[src/sost_pkg.sv]
// Behaviour
// - Substrate-bias pin follows source picked by bits [2:0], reset value 0.
// - Mechanical-shutter pin follows source picked by bits [5:3], reset value 1.
// - Flash-strobe pin follows source picked by bits [8:6], reset value 2.
// - Internal test signal follows source picked by bits [11:9], reset value 3.
// - Trigger bits 0-3 start generators 0-3, bits 4-5 substrate channels a and b.
// - Bit 6 starts exposure, bit 7 readout; both set runs readout after exposure.
package sost_pkg;

  // ----------------------------------------------------------------
  // Register map
  // ----------------------------------------------------------------
  localparam logic [7:0] ADDR_TRIGGER = 8'h51;
  localparam logic [7:0] ADDR_ROUTING = 8'h60;
  localparam int TRIGGER_W = 8;
  localparam int ROUTING_W = 12;
  localparam int SEL_W = 3;
  localparam int NUM_OUTS = 4;
  localparam logic [7:0] TRIGGER_RST = 8'h00;

  // Field positions and reset values of the four source selectors.
  localparam int SUBSTRATE_LSB = 0;
  localparam int MECH_LSB = 3;
  localparam int STROBE_LSB = 6;
  localparam int TEST_LSB = 9;
  localparam logic [2:0] SUBSTRATE_RST = 3'h0;
  localparam logic [2:0] MECH_RST = 3'h1;
  localparam logic [2:0] STROBE_RST = 3'h2;
  localparam logic [2:0] TEST_RST = 3'h3;
  localparam logic [11:0] ROUTING_RST = {TEST_RST, STROBE_RST, MECH_RST, SUBSTRATE_RST};

  // Trigger bit positions.
  localparam int TRIG_GEN_LSB = 0;
  localparam int TRIG_SUB_LSB = 4;
  localparam int TRIG_EXPOSURE = 6;
  localparam int TRIG_READOUT = 7;

  // Source codes.
  localparam logic [2:0] SRC_MUX_A = 3'h4;
  localparam logic [2:0] SRC_MUX_B = 3'h5;
  localparam logic [2:0] SRC_INVALID = 3'h6;
  localparam logic [2:0] SRC_GEN12 = 3'h7;

  // ----------------------------------------------------------------
  // Types
  // ----------------------------------------------------------------
  typedef struct packed {
    logic gen1_gen2_mux;
    logic substrate_mux_b;
    logic substrate_mux_a;
    logic [3:0] exposure_gen;
  } sost_src_type;

  typedef enum logic [2:0] {
    SEQ_IDLE = 3'b001,
    SEQ_EXPOSE = 3'b010,
    SEQ_READOUT = 3'b100
  } sost_seq_type;

  // ----------------------------------------------------------------
  // Decoding
  // ----------------------------------------------------------------
  function automatic logic [2:0] sost_field(input logic [11:0] route, input int idx);
    sost_field = route[idx*SEL_W +: SEL_W];
  endfunction

  // The invalid code drives low so a bad setting cannot pulse a pin.
  function automatic logic sost_pick(input logic [2:0] code, input sost_src_type src);
    logic res;
    res = 1'b0;
    unique case (code)
      3'h0, 3'h1, 3'h2, 3'h3: res = src.exposure_gen[code[1:0]];
      SRC_MUX_A: res = src.substrate_mux_a;
      SRC_MUX_B: res = src.substrate_mux_b;
      SRC_GEN12: res = src.gen1_gen2_mux;
      default: res = 1'b0;
    endcase
    sost_pick = res;
  endfunction

endpackage

[src/sost_sequencer.sv]
`timescale 1ns/1ps
module sost_sequencer (
  // Clock and reset
  input wire logic clock_i,
  input wire logic nrst_i,
  // Start requests and completion
  input wire logic start_exposure_i,
  input wire logic start_readout_i,
  input wire logic exposure_done_i,
  input wire logic readout_done_i,
  // State
  output logic exposure_active_o,
  output logic readout_active_o
);

  sost_pkg::sost_seq_type state_r;
  logic chain_r;

  // ----------------------------------------------------------------
  // Exposure and readout sequence
  // ----------------------------------------------------------------
  // Requests arriving while busy are dropped; software re-triggers.
  always_ff @(posedge clock_i or negedge nrst_i) begin
    if (!nrst_i) begin
      state_r <= sost_pkg::SEQ_IDLE;
      chain_r <= 1'b0;
    end else begin
      unique case (state_r)
        sost_pkg::SEQ_IDLE: begin
          if (start_exposure_i) begin
            state_r <= sost_pkg::SEQ_EXPOSE;
            chain_r <= start_readout_i;
          end else if (start_readout_i) begin
            state_r <= sost_pkg::SEQ_READOUT;
          end
        end
        sost_pkg::SEQ_EXPOSE: begin
          if (exposure_done_i) begin
            state_r <= chain_r ? sost_pkg::SEQ_READOUT : sost_pkg::SEQ_IDLE;
            chain_r <= 1'b0;
          end
        end
        sost_pkg::SEQ_READOUT: begin
          if (readout_done_i) begin
            state_r <= sost_pkg::SEQ_IDLE;
          end
        end
        default: begin
          state_r <= sost_pkg::SEQ_IDLE;
          chain_r <= 1'b0;
        end
      endcase
    end
  end

  assign exposure_active_o = (state_r == sost_pkg::SEQ_EXPOSE);
  assign readout_active_o = (state_r == sost_pkg::SEQ_READOUT);
endmodule

[src/sost_top.sv]
`timescale 1ns/1ps
module sost_top (
  // Clock and reset
  input wire logic clock_i,
  input wire logic nrst_i,
  // Register port from the serial interface
  input wire logic reg_wr_i,
  input wire logic [7:0] reg_addr_i,
  input wire logic [11:0] reg_wdata_i,
  output logic [11:0] reg_rdata_o,
  // Sensor timing and internal sources
  input wire logic vertical_sync_i,
  input wire sost_pkg::sost_src_type src_i,
  input wire logic exposure_done_i,
  input wire logic readout_done_i,
  // Exposure-control pins
  output logic substrate_bias_pin_o,
  output logic mechanical_shutter_pin_o,
  output logic flash_strobe_pin_o,
  output logic internal_test_signal_o,
  // Start strobes and sequence state
  output logic [3:0] gen_start_o,
  output logic [1:0] substrate_start_o,
  output logic exposure_active_o,
  output logic readout_active_o
);

  logic [11:0] route_pend_r;
  logic [11:0] route_act_r;
  logic [7:0] trig_pend_r;
  logic [7:0] trig_fire_r;
  logic [3:0] pins_r;
  logic wr_trig;
  logic wr_route;

  assign wr_trig = reg_wr_i && (reg_addr_i == sost_pkg::ADDR_TRIGGER);
  assign wr_route = reg_wr_i && (reg_addr_i == sost_pkg::ADDR_ROUTING);

  // ----------------------------------------------------------------
  // Pending and active settings
  // ----------------------------------------------------------------
  // A write in the sync cycle lands in pending and waits for the next sync.
  always_ff @(posedge clock_i or negedge nrst_i) begin
    if (!nrst_i) begin
      route_pend_r <= sost_pkg::ROUTING_RST;
    end else if (wr_route) begin
      route_pend_r <= reg_wdata_i;
    end
  end

  always_ff @(posedge clock_i or negedge nrst_i) begin
    if (!nrst_i) begin
      route_act_r <= sost_pkg::ROUTING_RST;
    end else if (vertical_sync_i) begin
      route_act_r <= route_pend_r;
    end
  end

  // Trigger bits self-clear when fired; a new write in that cycle wins.
  always_ff @(posedge clock_i or negedge nrst_i) begin
    if (!nrst_i) begin
      trig_pend_r <= sost_pkg::TRIGGER_RST;
    end else if (wr_trig) begin
      trig_pend_r <= reg_wdata_i[7:0];
    end else if (vertical_sync_i) begin
      trig_pend_r <= sost_pkg::TRIGGER_RST;
    end
  end

  always_ff @(posedge clock_i or negedge nrst_i) begin
    if (!nrst_i) begin
      trig_fire_r <= sost_pkg::TRIGGER_RST;
    end else begin
      trig_fire_r <= vertical_sync_i ? trig_pend_r : sost_pkg::TRIGGER_RST;
    end
  end

  assign gen_start_o = trig_fire_r[sost_pkg::TRIG_GEN_LSB +: 4];
  assign substrate_start_o = trig_fire_r[sost_pkg::TRIG_SUB_LSB +: 2];

  // ----------------------------------------------------------------
  // Output routing
  // ----------------------------------------------------------------
  // Registered so the pins never glitch while the selector settles.
  genvar k;
  generate
    for (k = 0; k < sost_pkg::NUM_OUTS; k++) begin : g_route
      always_ff @(posedge clock_i or negedge nrst_i) begin
        if (!nrst_i) begin
          pins_r[k] <= 1'b0;
        end else begin
          pins_r[k] <= sost_pkg::sost_pick(sost_pkg::sost_field(route_act_r, k), src_i);
        end
      end
    end
  endgenerate

  assign substrate_bias_pin_o = pins_r[0];
  assign mechanical_shutter_pin_o = pins_r[1];
  assign flash_strobe_pin_o = pins_r[2];
  assign internal_test_signal_o = pins_r[3];

  // ----------------------------------------------------------------
  // Register read-back
  // ----------------------------------------------------------------
  always_ff @(posedge clock_i or negedge nrst_i) begin
    if (!nrst_i) begin
      reg_rdata_o <= 12'h000;
    end else if (reg_addr_i == sost_pkg::ADDR_TRIGGER) begin
      reg_rdata_o <= {4'h0, trig_pend_r};
    end else if (reg_addr_i == sost_pkg::ADDR_ROUTING) begin
      reg_rdata_o <= route_pend_r;
    end else begin
      reg_rdata_o <= 12'h000;
    end
  end

  // ----------------------------------------------------------------
  // Exposure and readout sequencing
  // ----------------------------------------------------------------
  sost_sequencer u_seq (
    .clock_i(clock_i),
    .nrst_i(nrst_i),
    .start_exposure_i(trig_fire_r[sost_pkg::TRIG_EXPOSURE]),
    .start_readout_i(trig_fire_r[sost_pkg::TRIG_READOUT]),
    .exposure_done_i(exposure_done_i),
    .readout_done_i(readout_done_i),
    .exposure_active_o(exposure_active_o),
    .readout_active_o(readout_active_o)
  );
endmodule

[config.mk]
export PLATFORM = sky130hd
export DESIGN_NAME = sost_top
export DESIGN_NICKNAME = d
export VERILOG_FILES = /design/src/sost_pkg.sv /design/src/sost_sequencer.sv /design/src/sost_top.sv
export SDC_FILE = /design/constraint.sdc
export NUM_CORES = 1
export LEC_CHECK = 0
export BUFFER_PORTS_ARGS = -buffer_cell sky130_fd_sc_hd__buf_2
export CAP_MARGIN = 20
export CORE_AREA = 4 4 79 81
export CTS_CLUSTER_DIAMETER = 200
export DETAILED_ROUTE_END_ITERATION = 10
export DIE_AREA = 0 0 83 85
export GPL_ROUTABILITY_DRIVEN = 1
export PLACE_DENSITY = 0.8
export SETUP_SLACK_MARGIN = 0.3
export SYNTH_ARGS = -nofsm -noshare
export SYNTH_HDL_FRONTEND = slang
export SYNTH_SLANG_ARGS = --single-unit
[constraint.sdc]
create_clock -name clock_i -period 1.5 [get_ports clock_i]
set_clock_uncertainty 0.15 [all_clocks]
set_input_delay 0.225 -clock clock_i [delete_from_list [all_inputs] [get_ports clock_i]]
set_output_delay 0.225 -clock clock_i [all_outputs]
set_load 0.01 [all_outputs]
==> results of run 1 <==
[metal layers]
layer / vias up / share of wire [%] / global-route usage, % / routed length, µm
met5: - / 0 / 0 / 0
met4: 0 / 3.5 / 11.6 / 208
met1: 934 / 41 / 22.3 / 2470
met2: 61 / 50 / 29.2 / 3010
met3: 19 / 4.8 / 4.17 / 289
li1: 896 / - / - / -
[through the flow]
step	area [µm²]	hold slack (ns)	setup TNS (ns)	worst slack [ns]	utilization [%]
floorplan	2600	-0.221	0	0.0350	-
global placement	3010	0.0233	-2.29	-0.156	55.1
detailed placement	3010	0.0234	-2.70	-0.169	55.1
CTS	3550	0.0287	-0.0338	-0.0240	64.9
global route	3660	0.0584	-0.173	-0.0558	67.0
finish	3660	0.0580	0	0.0136	67.0
[worst paths after layout]
kind / slack [ns] / depth (start not counted) / from / end
worst min-delay path: 0.06 / 2 / exposure_done_i / u_seq.state_r[2]
max in group asynchronous: 0.43 / 3 / nrst_i / route_act_r[7]
worst max register to register: 0.02 / 6 / u_seq.state_r[1] / u_seq.state_r[2]
worst max-delay path: 0.01 / 3 / u_seq.state_r[1] / readout_active_o
worst min register to register: 0.35 / 1 / route_act_r[5] / mechanical_shutter_pin_o
min in group asynchronous: 0.22 / 2 / nrst_i / trig_fire_r[6]
[timing repair]
action,4_1_cts,5_1_grt
hold buffers,13,0
setup endpoints to repair,51,59
buffers inserted,11,5
endpoints found under the hold margin,70,0
pin swaps,5,8
gates resized for setup,16,19
cloned,1,0
[final cells by class]
cell class	instances	share of cell area, %
multi-input cells	128	30.6
well taps	72	2.46
flip-flops and latches	60	41.3
clock inverters	4	1.98
repair buffers	96	19.7
clock buffers	12	3.96
[power by group through the flow]
stage / Clock, mW / Combinational, mW / Sequential [mW]
2_1_floorplan: 0 / 0.124 / 1.74
3_3_place_gp: 0 / 0.276 / 1.74
3_5_place_dp: 0 / 0.283 / 1.74
4_1_cts: 1.62 / 0.328 / 1.71
5_1_grt: 1.70 / 0.383 / 1.72
6_report: 1.60 / 0.349 / 1.72
[worst reg2reg max path, stage by stage (launching register included)]
cell and delay, ns:
sky130_fd_sc_hd__dfrtp_1 0.41, sky130_fd_sc_hd__nand2b_4 0.16, sky130_fd_sc_hd__buf_4 0.13, sky130_fd_sc_hd__buf_6 0.11, sky130_fd_sc_hd__o22a_1 0.20, sky130_fd_sc_hd__nor2_2 0.11
sky130_fd_sc_hd__o32a_1 0.15
[logic make-up after synthesis]
group	Yosys count	share of synthesized area [%]
AND/OR/NAND/NOR	74	16.9
flip-flops	60	58.5
multiplexers	33	17.4
AO/OA/AOI/OAI	21	5.47
buffers and inverters	8	1.65
[sequential cells by signal, summed over array words and instances (netlist names)]
register                  cells
flash_strobe_pin_o            1
internal_test_signal_o        1
mechanical_shutter_pin_o      1
reg_rdata_o                  12
route_act_r                  12
route_pend_r                 12
substrate_bias_pin_o          1
trig_fire_r                   8
trig_pend_r                   8
u_seq.chain_r                 1
u_seq.state_r                 3
[layout by cell type (no fill, tap or decap), types with 5 or more instances in the layout]
| cell | synthesis | routed |
|---|---|---|
| sky130_fd_sc_hd__mux2_4 | 10 | 12 |
| sky130_fd_sc_hd__mux2_2 | 16 | 14 |
| sky130_fd_sc_hd__buf_6 | 1 | 9 |
| sky130_fd_sc_hd__buf_2 | 4 | 52 |
| sky130_fd_sc_hd__dlygate4sd3_1 | 0 | 13 |
| sky130_fd_sc_hd__nor2_1 | 23 | 17 |
| sky130_fd_sc_hd__buf_4 | 0 | 17 |
| sky130_fd_sc_hd__nand2_1 | 17 | 17 |
| sky130_fd_sc_hd__clkbuf_8 | 0 | 10 |
| sky130_fd_sc_hd__dfrtp_1 | 51 | 51 |
| sky130_fd_sc_hd__dfstp_2 | 9 | 9 |
| sky130_fd_sc_hd__and2_1 | 8 | 8 |
| sky130_fd_sc_hd__nand3b_1 | 10 | 10 |
| sky130_fd_sc_hd__a22oi_1 | 10 | 9 |
| sky130_fd_sc_hd__nor2_2 | 0 | 5 |
==> impl_metrics.yaml, run 1 <==
clocking:
  cts_htree_levels: 3
  clkSinkCount: 60
  cts_buffers: 9
  tritoncts: "yes"
  cts_max_path_buffers: 2
  clk-insertion-delay-late_ns: 0.33
  clkSlewWorstSetupHoldPaths_ns: 0.06
  clockRootBuffer: "sky130_fd_sc_hd__clkbuf_8"
cells_and_area:
  seq_area_mm2: 0.00151
  filler_cell_count: 404
  final_nets: 328
  antenna-diode-count: 0
  layout.cells.non_filler: 372
  drive_gt1_share_pct: 53.0
  flow.area_growth_from_synthesis_pct: 41.8
  multiInputGateArea_mm2: 0.00112
sta:
  maxSlewViolCount: 0
  timing.final.crit_period_ns: 1.49
  max_slew.worst_pin.slew_ns: 0.413
  final-setup-viol-count: 0
  rsz0062_at_grt: "true"
  finalHoldViolations: 0
  maxClockFrequency_mhz: 673
  timing.final.crit_share_pct: 99.1
  slew_headroom_pct: 72.5
drt:
  detailroute.via_count: 1910
  route.detailed.vias_per_inst: 5.13
  violation_count_after_the_first_detailed_route_iteration: 106
  routed_wl_um: 5970
  number_of_remaining_drc_errors: 0
  first_pass_iters: 4
  wl_per_cell_um: 16.1
  ant_nets: 0
yosys:
  synth-edff-count: 0
  synthCells: 196
  synth_top_area_cell: "sky130_fd_sc_hd__dfrtp_1"
  post_synth_main_area_contributors: "sky130_fd_sc_hd__dfrtp_1 (49%), sky130_fd_sc_hd__dfstp_2 (9.1%), sky130_fd_sc_hd__mux2_2 (7.0%)"
  synthesis.area_per_instance_um2: 13.2
  async_reset_ff_share_pct: 100
  synth-seq-cells: 60
  synth_top_area_share_pct: 49.4
  mappedNetlistNets: 229
  synth-seq-area-share_pct: 58.5
  synth_top_flop_cell: "sky130_fd_sc_hd__dfrtp_1"
  synth_most_common_cell: "sky130_fd_sc_hd__dfrtp_1"
  synth_cell_type_count: 29
  ys_top_cells_by_count: "sky130_fd_sc_hd__dfrtp_1 (51), sky130_fd_sc_hd__nor2_1 (23), sky130_fd_sc_hd__nand2_1 (17)"
  synth-warning-count: 0
  post_synth_instance_area_mm2: 0.00258
setup_path:
  standard_cell_with_the_maximum_stage_delay_on_the_critical_path: "sky130_fd_sc_hd__dfrtp_1"
  cpLargestDelayFamily: "flip-flops"
  crit_path_max_incr_delay_ns: 0.41
  timing.critical_path.from_type: "flip-flop"
  cp_data_required_time_ns: 1.12
  setup_crit_end_kind: "output port"
  criticalPathCategory: "flip-flop to output port"
  critical_path_peak_fanout: 3
  cp.arrival_ns: 1.11
  sequence_of_cells_on_the_critical_path: "nand2b_4, nor2_1, buf_2"
  cp.buffers_inverters: 1
grt:
  grt_pass1_wl_um: 10100
  grt_util_all_layers_pct: 18.2
  first_global_vias: 2089
  grt_antenna_before_repair: 0
  pin_count_of_the_biggest_net_entering_global_routing: 26
  overflow: 0
power_and_ir_drop:
  clock_power_share_pct: 43.7
  comb_power_share_pct: 9.5
  p_per_area_mw_per_mm2: 1000
  internal_power_mw: 2.85
  power.share.sequential_pct: 46.8
  totalPowerFinal_mw: 3.66
  max-vdd-ir-drop_mv: 0.507
  total_switching_power_mw: 0.812
  switching_share_pct: 22.2
  power_leakage_nw: 1.83
place:
  hpwl_um: 3880
  placed_cells: 326
  port-buffer-count: 56
  gp_congestion: 0.812
floorplan:
  num_io_pins: 57
  initial_core_util_pct: 47.2
  core_area_mm2: 0.00547
  floorplan.die_area_mm2: 0.00706
  die_w_um: 83
  chipHeight_um: 85
  std_cell_rows: 27
worst_hold_path:
  min-delay-path-class: "primary input to flip-flop"
status:
  status: "finished clean"
job:
  max_cap_violations: 0
No activity file was read; power rests on OpenSTA's default activity.
==> inputs of run 2 (changes only) <==
Settings changed: ABC_AREA set to 1, CORE_AREA 4 4 79 81 to 4 4 80 82, DIE_AREA 0 0 83 85 to 0 0 84 86, PLACE_DENSITY 0.8 to 0.82.
==> impl_metrics.yaml, run 2 <==
status:
  status: "complete, but fails checks"
  failed_checks: "setup timing"
yosys:
  synthesis.area_per_instance_um2: 8.76
  post_synth_main_area_contributors: "sky130_fd_sc_hd__dfrtp_1 (46%), sky130_fd_sc_hd__nand2_1 (11%), sky130_fd_sc_hd__dfstp_2 (8.6%)"
  synthCells: 314
  synth-seq-area-share_pct: 55.0
  synth_top_flop_cell: "sky130_fd_sc_hd__dfrtp_1"
  ys_top_cells_by_count: "sky130_fd_sc_hd__nand2_1 (81), sky130_fd_sc_hd__inv_1 (59), sky130_fd_sc_hd__dfrtp_1 (51)"
  synth-warning-count: 0
  synth-seq-cells: 60
  synth_top_area_share_pct: 46.4
  synth_cell_type_count: 20
  synth_top_area_cell: "sky130_fd_sc_hd__dfrtp_1"
  synth-edff-count: 0
  mappedNetlistNets: 347
  post_synth_instance_area_mm2: 0.00275
  async_reset_ff_share_pct: 100
  synth_most_common_cell: "sky130_fd_sc_hd__nand2_1"
setup_path:
  rr_startpoint: "u_seq.state_r[0]"
  cp_data_required_time_ns: 1.12
  rrSetupSlack_ns: 0.10
  sequence_of_cells_on_the_critical_path: "inv_1, nand2_2, inv_1, buf_2"
  criticalPathCategory: "flip-flop to output port"
  cp.arrival_ns: 1.20
  crit_path_max_incr_delay_ns: 0.55
  critical_path_peak_fanout: 3
  timing.critical_path.mode_cell: "sky130_fd_sc_hd__inv_1"
  critical_path.reg2reg.endpoint: "u_seq.state_r[2]"
  standard_cell_with_the_maximum_stage_delay_on_the_critical_path: "sky130_fd_sc_hd__dfstp_2"
  timing.critical_path.from_type: "flip-flop"
  worst_reg_to_reg_cells: 7
  cp.buffers_inverters: 3
  cpLargestDelayFamily: "flip-flops"
  setup_crit_end_kind: "output port"
grt:
  grt_antenna_before_repair: 0
  grt_pass1_wl_um: 10600
  grt_util_all_layers_pct: 18.9
  first_global_vias: 2367
  pin_count_of_the_biggest_net_entering_global_routing: 61
  overflow: 0
sta:
  slew_headroom_pct: 79.0
  fin_setup_tns_ns: -0.142
  rsz0062_at_grt: "true"
  finalHoldViolations: 0
  fin_ws_ns: -0.0774
  hold_slack_ns: 0.0381
  timing.final.crit_share_pct: 105
  final-setup-viol-count: 2
  max_slew.worst_pin.slew_ns: 0.314
  maxClockFrequency_mhz: 634
  timing.final.crit_period_ns: 1.58
  maxSlewViolCount: 0
clocking:
  cts_htree_levels: 3
  clkSinkCount: 60
  cts_buffers: 9
  clk-insertion-delay-late_ns: 0.34
  clkSlewWorstSetupHoldPaths_ns: 0.06
  clockRootBuffer: "sky130_fd_sc_hd__clkbuf_8"
  cts_max_path_buffers: 2
  tritoncts: "yes"
floorplan:
  chipHeight_um: 86
  std_cell_rows: 28
  die_w_um: 84
  num_io_pins: 57
  floorplan.die_area_mm2: 0.00722
  initial_core_util_pct: 47.9
  core_area_mm2: 0.00575
drt:
  first_pass_iters: 4
  routed_wl_um: 6180
  ant_nets: 0
  violation_count_after_the_first_detailed_route_iteration: 160
  route.detailed.vias_per_inst: 4.87
  wl_per_cell_um: 12.9
  number_of_remaining_drc_errors: 0
  detailroute.via_count: 2334
worst_hold_path:
  hold_path.startpoint: "readout_done_i"
  hold_end: "u_seq.state_r[2]"
  whs_path_depth: 3
  min-delay-path-class: "primary input to flip-flop"
place:
  pre_cts_slack_ns: 0.122
  hpwl_um: 4220
  port-buffer-count: 56
  gp_congestion: 0.803
power_and_ir_drop:
  totalPowerFinal_mw: 4.22
  max-vdd-ir-drop_mv: 0.651
  p_per_area_mw_per_mm2: 1150
  power_leakage_nw: 2.00
cells_and_area:
  seq_area_mm2: 0.00151
  multiInputGateArea_mm2: 0.00104
  antenna-diode-count: 0
  final_nets: 432
  drive_gt1_share_pct: 33.4
  layout_common_cells: "sky130_fd_sc_hd__nand2_1 (78), sky130_fd_sc_hd__inv_1 (56), sky130_fd_sc_hd__buf_2 (53), sky130_fd_sc_hd__dfrtp_1 (51), sky130_fd_sc_hd__nand3_1 (40)"
  filler_cell_count: 472
  reg_top3: "reg_rdata_o (12), route_act_r (12), route_pend_r (12)"
  flow.area_growth_from_synthesis_pct: 33.8
  layout.cells.most_common: "sky130_fd_sc_hd__nand2_1"
job:
  max_cap_violations: 0
run 2: cell type report:
type	count	share of cell area (%)
flip-flops and latches	60	41.1
multi-input cells	187	28.2
repair buffers	81	15.2
inverters	60	6.12
clock buffers	12	4.21
clock inverters	4	2.58
well taps	75	2.55
run 2: worst max path at each step:
stage	start	to	slack, ns	cells after the start
after floorplan	reg_addr_i[1]	route_pend_r[0]	0.31	7
after global placement	reg_addr_i[1]	route_pend_r[11]	0.18	8
after detailed placement	reg_addr_i[1]	route_pend_r[8]	0.12	8
after CTS	u_seq.state_r[0]	readout_active_o	-0.07	4
after global routing	u_seq.state_r[0]	exposure_active_o	-0.13	4
final	u_seq.state_r[0]	exposure_active_o	-0.08	4
run 2: kinds of logic after synthesis:
logic type / count (synthesis) / share of synthesized area, %
and+or+nand+nor: 151 / 26.2
DFF: 60 / 55.0
buffers and inverters: 67 / 9.78
AOI/OAI and AO/OA: 36 / 9.00
run 2: worst min-delay path: stages:
cell	delay (ns)
sky130_fd_sc_hd__buf_2	0.07
sky130_fd_sc_hd__nand3b_1	0.13
sky130_fd_sc_hd__nand2_1	0.06
run 2: per-stage QoR:
step | instances | utilization, % | instance area, µm²
global placement | 443 | 54.9 | 3160
global route | 479 | 64.1 | 3680
floorplan | 314 | - | 2750
detailed placement | 443 | 54.9 | 3160
CTS | 475 | 62.6 | 3600
finish | 479 | 64.1 | 3680
run 2: metal layers:
metal | GRT usage (%) | up-vias | share of wire, %
met1 | 21.6 | 1098 | 41
li1 | - | 1154 | -
met2 | 32.8 | 68 | 52
met5 | 0 | - | 0
met3 | 4.42 | 14 | 4.7
met4 | 10.7 | 0 | 2.9
run 2: timing repair:
item	CTS	global route
endpoints found under the hold margin	70	0
setup buffers	3	4
pin swaps	4	9
hold buffers	13	0
gates resized for setup	9	16
gates cloned	0	0
setup endpoints to repair	27	31
run 2: report_power, final:
| part | switching, mW | internal, mW |
|---|---|---|
| clock network | 0.621 | 1.19 |
| registers | 0.0671 | 1.71 |
| logic | 0.336 | 0.291 |
| total | 1.02 | 3.19 |
